[src/core/ssf_regs.svh]
// register addresses, field positions and frame constants for the serial fault flag block
`ifndef SSF_REGS_SVH
`define SSF_REGS_SVH

// ==================================================
// frame layout
`define SSF_FRAME_BITS      5'h10
`define SSF_RW_BIT          15
`define SSF_ADDR_MSB        14
`define SSF_ADDR_LSB        1
`define SSF_PAR_BIT         0
`define SSF_EF_BIT          1

// ==================================================
// register and command addresses
`define SSF_ADDR_NOP        14'h0000
`define SSF_ADDR_POR_OFF    14'h3f22
`define SSF_ADDR_SOFT_RST   14'h3c00
`define SSF_ADDR_FULL_RST   14'h33a5
`define SSF_ADDR_CLR_ERR    14'h3380
`define SSF_ADDR_AGC        14'h3ff8
`define SSF_ADDR_ANGLE      14'h3fff
`define SSF_ADDR_FAULT      14'h335a
`define SSF_ADDR_SYSCFG     14'h3f20

// ==================================================
// fault_flags_register fields
`define SSF_FLT_MEAS_BIT    4
`define SSF_FLT_ADDR_BIT    2
`define SSF_FLT_CLK_BIT     1
`define SSF_FLT_PAR_BIT     0
`define SSF_FLT_RESET       14'h0000

// angle data fields
`define SSF_ANG_WEAK_BIT    13
`define SSF_ANG_STRONG_BIT  12

`endif

[src/core/ssf_pkg.sv]
// types shared by the serial fault flag block
package ssf_pkg;
	// what the next frame is expected to carry
	typedef enum logic {
		SSF_FRAME_CMD,
		SSF_FRAME_WDATA
	} ssf_frame_type;
endpackage

[src/core/ssf_fault_flags.sv]
// serial slave holding the measurement and link fault flags of the angle sensor
`timescale 1ns/1ps
`default_nettype none
`include "ssf_regs.svh"

module ssf_fault_flags (
	input  wire logic        sys_clk,
	input  wire logic        rst_n,
	input  wire logic        sck,
	input  wire logic        mosi,
	input  wire logic        ss_n,
	output var  logic        miso,
	output logic             miso_oe,
	output var  logic        meas_start,
	output var  logic        meas_abort,
	input  wire logic        meas_done,
	input  wire logic        major_error,
	input  wire logic [11:0] angle_value,
	input  wire logic        strong_field_alarm,
	input  wire logic        weak_field_alarm,
	output logic [13:0]      fault_flags_register
);
	// ==================================================
	// helpers
	function automatic logic even_par(input logic [14:0] bits);
		even_par = ^bits;
	endfunction

	function automatic logic addr_known(input logic [13:0] a);
		addr_known = (a == `SSF_ADDR_NOP) || (a == `SSF_ADDR_POR_OFF) ||
			(a == `SSF_ADDR_SOFT_RST) || (a == `SSF_ADDR_FULL_RST) ||
			(a == `SSF_ADDR_CLR_ERR) || (a == `SSF_ADDR_AGC) ||
			(a == `SSF_ADDR_ANGLE) || (a == `SSF_ADDR_FAULT) ||
			(a == `SSF_ADDR_SYSCFG);
	endfunction

	// ==================================================
	// pin synchronisers
	logic sck_level;
	logic sck_rise;
	logic sck_fall;
	logic mosi_level;
	logic ss_level;
	logic ss_rise;
	logic ss_fall;

	ssf_pin_sync u_sck (
		.sys_clk     (sys_clk),
		.rst_n       (rst_n),
		.pin         (sck),
		.reset_level (1'b0),
		.level       (sck_level),
		.rise        (sck_rise),
		.fall        (sck_fall)
	);

	ssf_pin_sync u_mosi (
		.sys_clk     (sys_clk),
		.rst_n       (rst_n),
		.pin         (mosi),
		.reset_level (1'b0),
		.level       (mosi_level),
		.rise        (),
		.fall        ()
	);

	ssf_pin_sync u_ss (
		.sys_clk     (sys_clk),
		.rst_n       (rst_n),
		.pin         (ss_n),
		.reset_level (1'b1),
		.level       (ss_level),
		.rise        (ss_rise),
		.fall        (ss_fall)
	);

	// ==================================================
	// frame shifting
	logic [15:0]            rx_shift;
	logic [15:0]            tx_shift;
	logic [4:0]             bit_count;
	logic                   in_frame;
	logic [15:0]            resp_word;
	ssf_pkg::ssf_frame_type frame_kind;

	// sample on falling sck, drive on rising sck; edges outside a frame are ignored
	always_ff @(posedge sys_clk or negedge rst_n) begin
		if (!rst_n) begin
			rx_shift  <= 16'h0000;
			bit_count <= 5'h00;
			in_frame  <= 1'b0;
		end else if (ss_fall) begin
			bit_count <= 5'h00;
			in_frame  <= 1'b1;
		end else if (ss_rise) begin
			in_frame  <= 1'b0;
		end else if (in_frame && sck_fall) begin
			rx_shift  <= {rx_shift[14:0], mosi_level};
			bit_count <= (bit_count == 5'h1f) ? bit_count : bit_count + 5'h01;
		end
	end

	// transmit shift loads the pending answer at frame start
	always_ff @(posedge sys_clk or negedge rst_n) begin
		if (!rst_n) begin
			tx_shift <= 16'h0000;
			miso     <= 1'b0;
		end else if (ss_fall) begin
			tx_shift <= resp_word;
		end else if (in_frame && sck_rise) begin
			miso     <= tx_shift[15];
			tx_shift <= {tx_shift[14:0], 1'b0};
		end
	end

	// pin drives while selected, and also from reset until ss_level first goes high
	assign miso_oe = ~ss_level;

	// ==================================================
	// frame decode at frame end
	logic [13:0] rx_addr;
	logic        rx_read;
	logic        count_bad;
	logic        par_bad;
	logic        addr_bad;
	logic        is_cmd;
	logic        cmd_ok;
	logic        do_clear;
	logic        do_full_rst;
	logic        do_angle;
	logic        do_write;

	assign rx_addr     = rx_shift[`SSF_ADDR_MSB:`SSF_ADDR_LSB];
	assign rx_read     = rx_shift[`SSF_RW_BIT];
	assign is_cmd      = (frame_kind == ssf_pkg::SSF_FRAME_CMD);
	assign count_bad   = ss_rise && in_frame && (bit_count != `SSF_FRAME_BITS);
	assign par_bad     = ss_rise && in_frame && !count_bad &&
		(even_par(rx_shift[15:1]) != rx_shift[`SSF_PAR_BIT]);
	assign addr_bad    = ss_rise && in_frame && !count_bad && !par_bad && is_cmd &&
		!addr_known(rx_addr);
	assign cmd_ok      = ss_rise && in_frame && is_cmd && !count_bad && !par_bad && !addr_bad;
	assign do_clear    = cmd_ok && (rx_addr == `SSF_ADDR_CLR_ERR);
	assign do_full_rst = cmd_ok && (rx_addr == `SSF_ADDR_FULL_RST);
	assign do_angle    = cmd_ok && rx_read && (rx_addr == `SSF_ADDR_ANGLE);
	assign do_write    = cmd_ok && !rx_read;

	// a write command is followed by one data frame that is not decoded as a command
	always_ff @(posedge sys_clk or negedge rst_n) begin
		if (!rst_n) begin
			frame_kind <= ssf_pkg::SSF_FRAME_CMD;
		end else if (ss_rise && in_frame) begin
			frame_kind <= do_write ? ssf_pkg::SSF_FRAME_WDATA : ssf_pkg::SSF_FRAME_CMD;
		end
	end

	// ==================================================
	// link fault flags; a new fault wins over a clear in the same cycle
	logic flag_par;
	logic flag_clk;
	logic flag_addr;
	logic next_flag_par;
	logic next_flag_clk;
	logic next_flag_addr;
	logic clr_links;

	assign clr_links      = do_clear | do_full_rst;
	assign next_flag_par  = par_bad | (flag_par & ~clr_links);
	assign next_flag_clk  = count_bad | (flag_clk & ~clr_links);
	assign next_flag_addr = addr_bad | (flag_addr & ~clr_links);

	always_ff @(posedge sys_clk or negedge rst_n) begin
		if (!rst_n) begin
			flag_par  <= 1'b0;
			flag_clk  <= 1'b0;
			flag_addr <= 1'b0;
		end else begin
			flag_par  <= next_flag_par;
			flag_clk  <= next_flag_clk;
			flag_addr <= next_flag_addr;
		end
	end

	// ==================================================
	// measurement tracking; a repeated angle read while busy is not restarted
	logic measurement_in_progress_flag;
	logic major_latched;
	logic next_meas;

	assign next_meas = do_full_rst ? 1'b0 :
		(do_angle && !measurement_in_progress_flag) ? 1'b1 :
		meas_done ? 1'b0 :
		measurement_in_progress_flag;

	always_ff @(posedge sys_clk or negedge rst_n) begin
		if (!rst_n) begin
			measurement_in_progress_flag <= 1'b0;
			major_latched                <= 1'b0;
			meas_start                   <= 1'b0;
			meas_abort                   <= 1'b0;
		end else begin
			measurement_in_progress_flag <= next_meas;
			meas_start                   <= do_angle && !measurement_in_progress_flag;
			meas_abort                   <= do_full_rst;
			if (do_full_rst) begin
				major_latched <= 1'b0;
			end else if (measurement_in_progress_flag && meas_done) begin
				major_latched <= major_error;
			end
		end
	end

	// ==================================================
	// register views and answer word
	logic [13:0] angle_word;
	logic        alarm_force;
	logic        comm_error_indication;
	logic [13:0] resp_data;
	logic [15:0] next_resp;

	assign fault_flags_register = `SSF_FLT_RESET |
		({13'h0000, measurement_in_progress_flag} << `SSF_FLT_MEAS_BIT) |
		({13'h0000, flag_addr} << `SSF_FLT_ADDR_BIT) |
		({13'h0000, flag_clk} << `SSF_FLT_CLK_BIT) |
		({13'h0000, flag_par} << `SSF_FLT_PAR_BIT);

	assign alarm_force = major_latched | measurement_in_progress_flag;
	assign angle_word  = {weak_field_alarm | alarm_force,
		strong_field_alarm | alarm_force, angle_value};

	// unreadable or bad frames answer zero data
	assign resp_data = !rx_read ? 14'h0000 :
		(rx_addr == `SSF_ADDR_ANGLE) ? angle_word :
		((rx_addr == `SSF_ADDR_FAULT) || (rx_addr == `SSF_ADDR_CLR_ERR)) ?
		fault_flags_register : 14'h0000;

	// indication reflects faults of earlier frames plus this one
	assign comm_error_indication = next_flag_par | next_flag_clk | next_flag_addr |
		flag_par | flag_clk | flag_addr;
	assign next_resp = {(cmd_ok ? resp_data : 14'h0000), comm_error_indication,
		even_par({(cmd_ok ? resp_data : 14'h0000), comm_error_indication})};

	// answer is sent in the following frame
	always_ff @(posedge sys_clk or negedge rst_n) begin
		if (!rst_n) begin
			resp_word <= 16'h0000;
		end else if (ss_rise && in_frame) begin
			resp_word <= next_resp;
		end
	end
endmodule

`default_nettype wire

[src/core/ssf_pin_sync.sv]
// three-stage pin synchroniser with agreement filter and edge pulses
`timescale 1ns/1ps
`default_nettype none

module ssf_pin_sync (
	input  wire logic sys_clk,
	input  wire logic rst_n,
	input  wire logic pin,
	input  wire logic reset_level,
	output var  logic level,
	output logic      rise,
	output logic      fall
);
	logic ff1;
	logic ff2;
	logic ff3;
	logic prev;

	// ==================================================
	// sync chain; ff1 feeds only ff2 to keep metastability contained
	always_ff @(posedge sys_clk or negedge rst_n) begin
		if (!rst_n) begin
			ff1 <= 1'b0;
			ff2 <= 1'b0;
			ff3 <= 1'b0;
		end else begin
			ff1 <= pin;
			ff2 <= ff1;
			ff3 <= ff2;
		end
	end

	// level moves only when two later stages agree
	always_ff @(posedge sys_clk or negedge rst_n) begin
		if (!rst_n) begin
			level <= 1'b0;
			prev  <= 1'b0;
		end else begin
			level <= (ff2 == ff3) ? ff3 : level;
			prev  <= level;
		end
	end

	// reset_level is a constant tie; it hides a false edge right after reset
	logic started;
	always_ff @(posedge sys_clk or negedge rst_n) begin
		if (!rst_n) begin
			started <= 1'b0;
		end else begin
			started <= started | (level == reset_level);
		end
	end

	assign rise = started & level & ~prev;
	assign fall = started & ~level & prev;
endmodule

`default_nettype wire

[config.mk]
export PLATFORM = sky130hd
export DESIGN_NAME = ssf_fault_flags
export DESIGN_NICKNAME = d
export VERILOG_FILES = /design/src/core/ssf_pkg.sv /design/src/core/ssf_fault_flags.sv /design/src/core/ssf_pin_sync.sv
export VERILOG_INCLUDE_DIRS = /design/src /design/src/core
export SDC_FILE = /design/constraint.sdc
export NUM_CORES = 1
export LEC_CHECK = 0
export ABC_AREA = 1
export BUFFER_PORTS_ARGS = -buffer_cell sky130_fd_sc_hd__buf_4
export CAP_MARGIN = 20
export CORE_MARGIN = 3
export CORE_UTILIZATION = 40
export CTS_CLUSTER_SIZE = 40
export DETAILED_ROUTE_END_ITERATION = 10
export HOLD_SLACK_MARGIN = 0.15
export MAX_ROUTING_LAYER = met4
export PLACE_DENSITY = 0.54
export SLEW_MARGIN = 40
export SYNTH_ARGS = -nofsm -noshare
export SYNTH_HDL_FRONTEND = slang
export SYNTH_HIERARCHICAL = 1
export SYNTH_SLANG_ARGS = --single-unit
[constraint.sdc]
create_clock -name sys_clk -period 4.6 [get_ports sys_clk]
set_input_delay 0.69 -clock sys_clk [delete_from_list [all_inputs] [get_ports sys_clk]]
set_output_delay 0.69 -clock sys_clk [all_outputs]
set_load 0.01 [all_outputs]
After elaboration in Yosys (flattened, before gate mapping)
Index checks and enable logic that the tools add are counted.
Widths: inputs -> output; s select.
{"block": "op_classes", "n_bitwise": 36, "n_mux": 18, "n_addsub": 1, "reduce_logical": 46, "eq_ne": 16}
{"operator": "$eq 14x14->1 const B", "n": 8}
{"operator": "$mux 14", "n": 3}
{"operator": "$mux 16", "n": 2}
{"operator": "$reduce_xor 15->1", "n": 2}
{"operator": "$mux 5", "n": 5}
{"operator": "$logic_and 1x1->1", "n": 20}
{"operator": "$logic_not 14->1", "n": 1}
{"operator": "$or 1x1->1", "n": 14}
{"operator": "$and 1x1->1", "n": 11}
{"operator": "$logic_or 1x1->1", "n": 9}
{"operator": "$mux 1", "n": 8}
{"operator": "$not 1->1", "n": 8}
{"operator": "$reduce_bool 2->1", "n": 4}
{"operator": "$logic_not 1->1", "n": 6}
{"operator": "$reduce_and 3->1", "n": 2}
{"operator": "$add 5x1->5 const B", "n": 1}
{"operator": "$eq 5x5->1 const B", "n": 1}
{"operator": "$ne 5x5->1 const B", "n": 1}
{"operator": "$or 5x1->5", "n": 1}
{"operator": "$or 5x2->5", "n": 1}
{"operator": "$or 5x3->5", "n": 1}
{"operator": "$eq 1x1->1", "n": 3}
{"operator": "$reduce_bool 3->1", "n": 1}
{"operator": "$ne 2x1->1 const B", "n": 1}
{"operator": "other kinds (3)", "n": 3}
{"block": "totals", "wordCells": 147, "input_bits": 21, "regBits": 79}

Depth between registers and ports, before layout
{"block": "depth", "ltp_word": 24, "ltp_mapped": 27, "ltp_nobuf": 26}

Hierarchy
The synthesis kept the hierarchy.
{"module": "ssf_fault_flags", "area_each_um2": 3798.6, "seq_area_each_um2": 1576.5, "cells_each": 480, "n_inst": 1}
{"module": "ssf_pin_sync", "area_each_um2": 205.2, "seq_area_each_um2": 150.1, "cells_each": 20, "n_inst": 3}

Worst setup path after synthesis
OpenSTA, ideal clock, no wires.
{"block": "synth_timing", "kind": "reg-to-reg", "start": "register rx_shift[13]", "end": "register resp_word[0]", "arrival_ns": 2.273, "n_path_buf": 1, "setup_ns": 0.116, "stages_incl_launch_ff": 26, "path_slack_ns": 2.211, "synth_period_minus_slack_ns": 2.389, "path_cell_list": "dfrtp_1 -> inv_1 -> ha_1 -> nand2_1 -> inv_1 -> nor2_1 -> nand2_2 -> nand3_2 -> nand2_1 -> nand2_2 -> nand2_2 -> nor2_4 -> nand2_4 -> inv_8 -> buf_12 -> nand2_1 -> nand2_1 -> nand2_1 -> nand3_1 -> nand2_1 -> nand2_1 -> nand2_1 -> nand2_1 -> nand2_1 -> nand2_1 -> nand2_1"}
{"block": "synth_between", "elab_chain_cells": 24, "word_cells_on_any_way": 49}
{"element": "start, declared", "line": "ssf_fault_flags.sv:79", "source": "logic [15:0] rx_shift;"}
{"element": "start signal, assigned", "line": "ssf_fault_flags.sv:98", "source": "rx_shift <= {rx_shift[14:0], mosi_level};"}
{"element": "$eq 14x14->1 (no source line) / $logic_not 14->1 (equally long branches)"}
{"element": "$logic_or 1x1->1 (8 in a row)", "line": "ssf_fault_flags.sv:30", "source": "addr_known = (a == `SSF_ADDR_NOP) || (a == `SSF_ADDR_POR_OFF) ||"}
{"element": "$logic_not 1->1", "line": "ssf_fault_flags.sv:140", "source": "!addr_known(rx_addr);"}
{"element": "$logic_and 1x1->1", "line": "ssf_fault_flags.sv:139", "source": "assign addr_bad = ss_rise && in_frame && !count_bad && !par_bad && is_cmd &&"}
{"element": "$logic_not 1->1", "line": "ssf_fault_flags.sv:141", "source": "assign cmd_ok = ss_rise && in_frame && is_cmd && !count_bad && !par_bad && !addr_bad;"}
{"element": "$logic_and 1x1->1", "line": "ssf_fault_flags.sv:141"}
{"element": "$logic_and 1x1->1, on equally long branches", "line": "ssf_fault_flags.sv:142, ssf_fault_flags.sv:143"}
{"element": "$or 1x1->1", "line": "ssf_fault_flags.sv:166", "source": "assign clr_links = do_clear | do_full_rst;"}
{"element": "$not 1->1", "line": "ssf_fault_flags.sv:167, ssf_fault_flags.sv:168, ssf_fault_flags.sv:169"}
{"element": "$and 1x1->1, on equally long branches", "line": "ssf_fault_flags.sv:167, ssf_fault_flags.sv:168"}
{"element": "$or 1x1->1, on equally long branches", "line": "ssf_fault_flags.sv:167, ssf_fault_flags.sv:168"}
{"element": "$or 1x1->1 (3 in a row)", "line": "ssf_fault_flags.sv:237", "source": "assign comm_error_indication = next_flag_par | next_flag_clk | next_flag_addr |"}
{"element": "$or 1x1->1 (2 in a row)", "line": "ssf_fault_flags.sv:238", "source": "flag_par | flag_clk | flag_addr;"}
{"element": "$reduce_xor 15->1 *", "line": "ssf_fault_flags.sv:26", "source": "even_par = ^bits;"}
{"element": "end signal, assigned", "line": "ssf_fault_flags.sv:247", "source": "resp_word <= next_resp;"}
{"element": "end, declared", "line": "ssf_fault_flags.sv:83", "source": "logic [15:0] resp_word;"}
Every way passes the cells marked *; elsewhere a longest branch is shown, timed or not.
A chain may end at the register's enable or synchronous reset.

Worst setup path after layout
{"block": "layout_timing", "start": "register u_ss.level", "end": "register resp_word[0]"}
{"block": "layout_between", "elab_chain_cells": 24, "word_cells_on_any_way": 33}
{"element": "start, declared", "line": "ssf_pin_sync.sv:10", "source": "output var logic level,"}
{"element": "start signal, assigned", "line": "ssf_pin_sync.sv:39", "source": "level <= (ff2 == ff3) ? ff3 : level;"}
{"element": "$and 1x1->1 * (2 in a row)", "line": "ssf_pin_sync.sv:54", "source": "assign rise = started & level & ~prev;"}
{"element": "via ss_rise", "line": "ssf_fault_flags.sv:44", "source": "logic ss_rise;"}
{"element": "$logic_and 1x1->1 *"}
{"element": "$logic_and 1x1->1", "line": "ssf_fault_flags.sv:136", "source": "assign count_bad = ss_rise && in_frame && (bit_count != `SSF_FRAME_BITS);"}
{"element": "$logic_not 1->1", "line": "ssf_fault_flags.sv:137, ssf_fault_flags.sv:139, ssf_fault_flags.sv:141"}
{"element": "$logic_and 1x1->1", "line": "ssf_fault_flags.sv:137, ssf_fault_flags.sv:139"}
{"element": "$logic_and 1x1->1", "line": "ssf_fault_flags.sv:137", "source": "assign par_bad = ss_rise && in_frame && !count_bad &&"}
{"element": "$logic_not 1->1", "line": "ssf_fault_flags.sv:139, ssf_fault_flags.sv:141"}
{"element": "(+5 left out)"}
{"element": "$logic_and 1x1->1, on equally long branches", "line": "ssf_fault_flags.sv:142, ssf_fault_flags.sv:143"}
{"element": "$or 1x1->1", "line": "ssf_fault_flags.sv:166"}
{"element": "$not 1->1", "line": "ssf_fault_flags.sv:167, ssf_fault_flags.sv:168, ssf_fault_flags.sv:169"}
{"element": "$and 1x1->1, on equally long branches", "line": "ssf_fault_flags.sv:167, ssf_fault_flags.sv:168"}
{"element": "$or 1x1->1, on equally long branches", "line": "ssf_fault_flags.sv:167, ssf_fault_flags.sv:168"}
{"element": "$or 1x1->1 (3 in a row)", "line": "ssf_fault_flags.sv:237"}
{"element": "$or 1x1->1 (2 in a row)", "line": "ssf_fault_flags.sv:238"}
{"element": "$reduce_xor 15->1", "line": "ssf_fault_flags.sv:26"}
Mark *: on every way through the listed nets, which the timed path passes. The rest lies on a longest branch.

==> metrics <==
Finish-stage setup viols 0; postcts setup bufs 0; max cap viols 0; Pwr Density 386 nW/um^2; row cnt 37; ant diodes 0; Syn Inst Count 528; die width 110 um; final WL 8.32 mm; Clock Sinks 79; Post-Syn Area 4330 sq um; Final Max Tran Viols 0; first-pass GRT wire length 14.5 mm; vias in the first global route 3043; CTS Root Cell clkbuf_8; I/O Pins 39; Worst Hold Class reg -> reg; worst-skew pair later-pin latency 0.36 ns; die height 110 um; GRT overflow 0; area delta synth->final 10.4%; Final min period 2.75 ns; Tot GR Track Use 15.8%; DRC viols 0; Max rail drop VDD 0.238 mV; post-DR wirelength/cell 12.0 um; slowest stage delay, CP 0.47 ns; reg-to-reg setup timing slack 1.85 ns; worst r2r dst resp_word[0]; worst-path cell chain nand2_1, nor2_1, nand2_2, inv_2, nand2_1, nor2_1, inv_2, nor2_4, nand2_4, inv_8, nand2_1, nand2_1, nand2_1, xnor2_1, inv_1, nand3_2, nand2_1, nand2_1, nand2_1, nand2_1, nand2_1; CTS buffer count 9; share of layout cells above drive strength 1 13.6%; clk_skew 0.0122 ns; Final HPWL DP 6.04 mm; cts hold-fix bufs 0; part of the cycle the worst path needs 59.7%; Initial Util 41.5%; Worst EP required 4.85 ns; final std cells w/o fill 694; setup repair after global routing missed its margin no; fillers 1020; commonest non-fill, non-tap cell in the layout nand2_1; CP dominant cell by count nand2_1; worst r2r src u_ss/level; CP endpoint kind flop; Max Freq 364 MHz; Via Count 3239; Antenna Nets Post-Route 0; Crit Path Category reg -> reg; Fin. Hold Viols 0; placed cell count 678; Resize count post-CTS 0; Port Buffer Count 28; initial antenna violation count 0; Longest Clk Path Bufs 2; CP max-delay cell dfrtp_1; Static Leak 2.33 nW; Worst R2R Path Depth 21; crit path from u_ss/level; CP arrival 3.00 ns; Critical Path Stages 21; core area 10400 sq um; drt pass-1 iters 4; Critical Path Fanout Max 19; largest net degree at the start of global routing 80; Final nets 599; initial DRC count 147; syn avg cell area 8.19 sq um; status complete, no violations; Vias per Instance 4.67; crit-path leading delay family simple AND/OR/NAND/NOR gates; DIE AREA 12100 sq um; Max-slew headroom 52.4%; H-tree levels 3; CTS tree built; critical path endpoint resp_word[0]; Worst Max-Slew Pin Slew 0.714 ns; Fin Setup TNS 0 ns; GP Congestion 0.801; Ys Warns 6; CP startpoint kind flop; most frequent cells in the layout 131 x nand2_1, 79 x dfrtp_1, 73 x inv_1; CP Buf/Inv Count 4; Clk pin slew, worst setup/hold paths 0.08 ns
==> area by class of cell <==
class	count	area, sq um	share of cell area, %
clock inverter	7	78.8	1.65
timing repair buffer	29	221	4.64
multi-input combinational	354	1890	39.6
sequential	79	1980	41.4
clock buffer	9	124	2.60
tap	136	170	3.56
inverter	80	310	6.50
==> metrics by stage <==
step / instance area, sq um / total power [mW] / setup WS (ns) / hold WS, ns / util (%)
4_1_cts: 4770 / 1.87 / 1.81 / 0.356 / 45.8
6_report: 4770 / 1.84 / 1.85 / 0.354 / 45.8
5_1_grt: 4770 / 1.98 / 1.30 / 0.361 / 45.8
3_5_place_dp: 4570 / 1.33 / 1.84 / 0.336 / 43.9
2_1_floorplan: 4370 / 1.22 / 2.21 / 0.331 / -
3_3_place_gp: 4560 / 1.32 / 1.95 / 0.334 / 43.8
==> routing by layer <==
layer  wire [um]  track usage (%)
met3         278             3.55
met4         127             5.08
met1        4430             23.0
met5           0                -
met2        3480             21.9
==> power by group <==
| group | switching [mW] | leakage, nW | internal (mW) |
|---|---|---|---|
| combinational | 0.284 | 1.20 | 0.175 |
| clock | 0.278 | 0.0929 | 0.256 |
| sequential | 0.0692 | 1.03 | 0.778 |
==> registers in the layout, indices dropped and copies added (netlist names), 5 cells and up <==
register   flops
resp_word     16
rx_shift      16
tx_shift      16
bit_count      5
==> how the worst min path moves through the flow <==
stage | end | cells past startpoint | start
after floorplan | u_mosi/ff2 | 0 | u_mosi/ff1
after global placement | u_sck/ff2 | 0 | u_sck/ff1
after detailed placement | u_sck/ff2 | 0 | u_sck/ff1
after CTS | u_sck/ff2 | 0 | u_sck/ff1
after global routing | u_sck/ff2 | 0 | u_sck/ff1
final | u_sck/ff2 | 0 | u_sck/ff1
(Power assumes the default switching activity.)
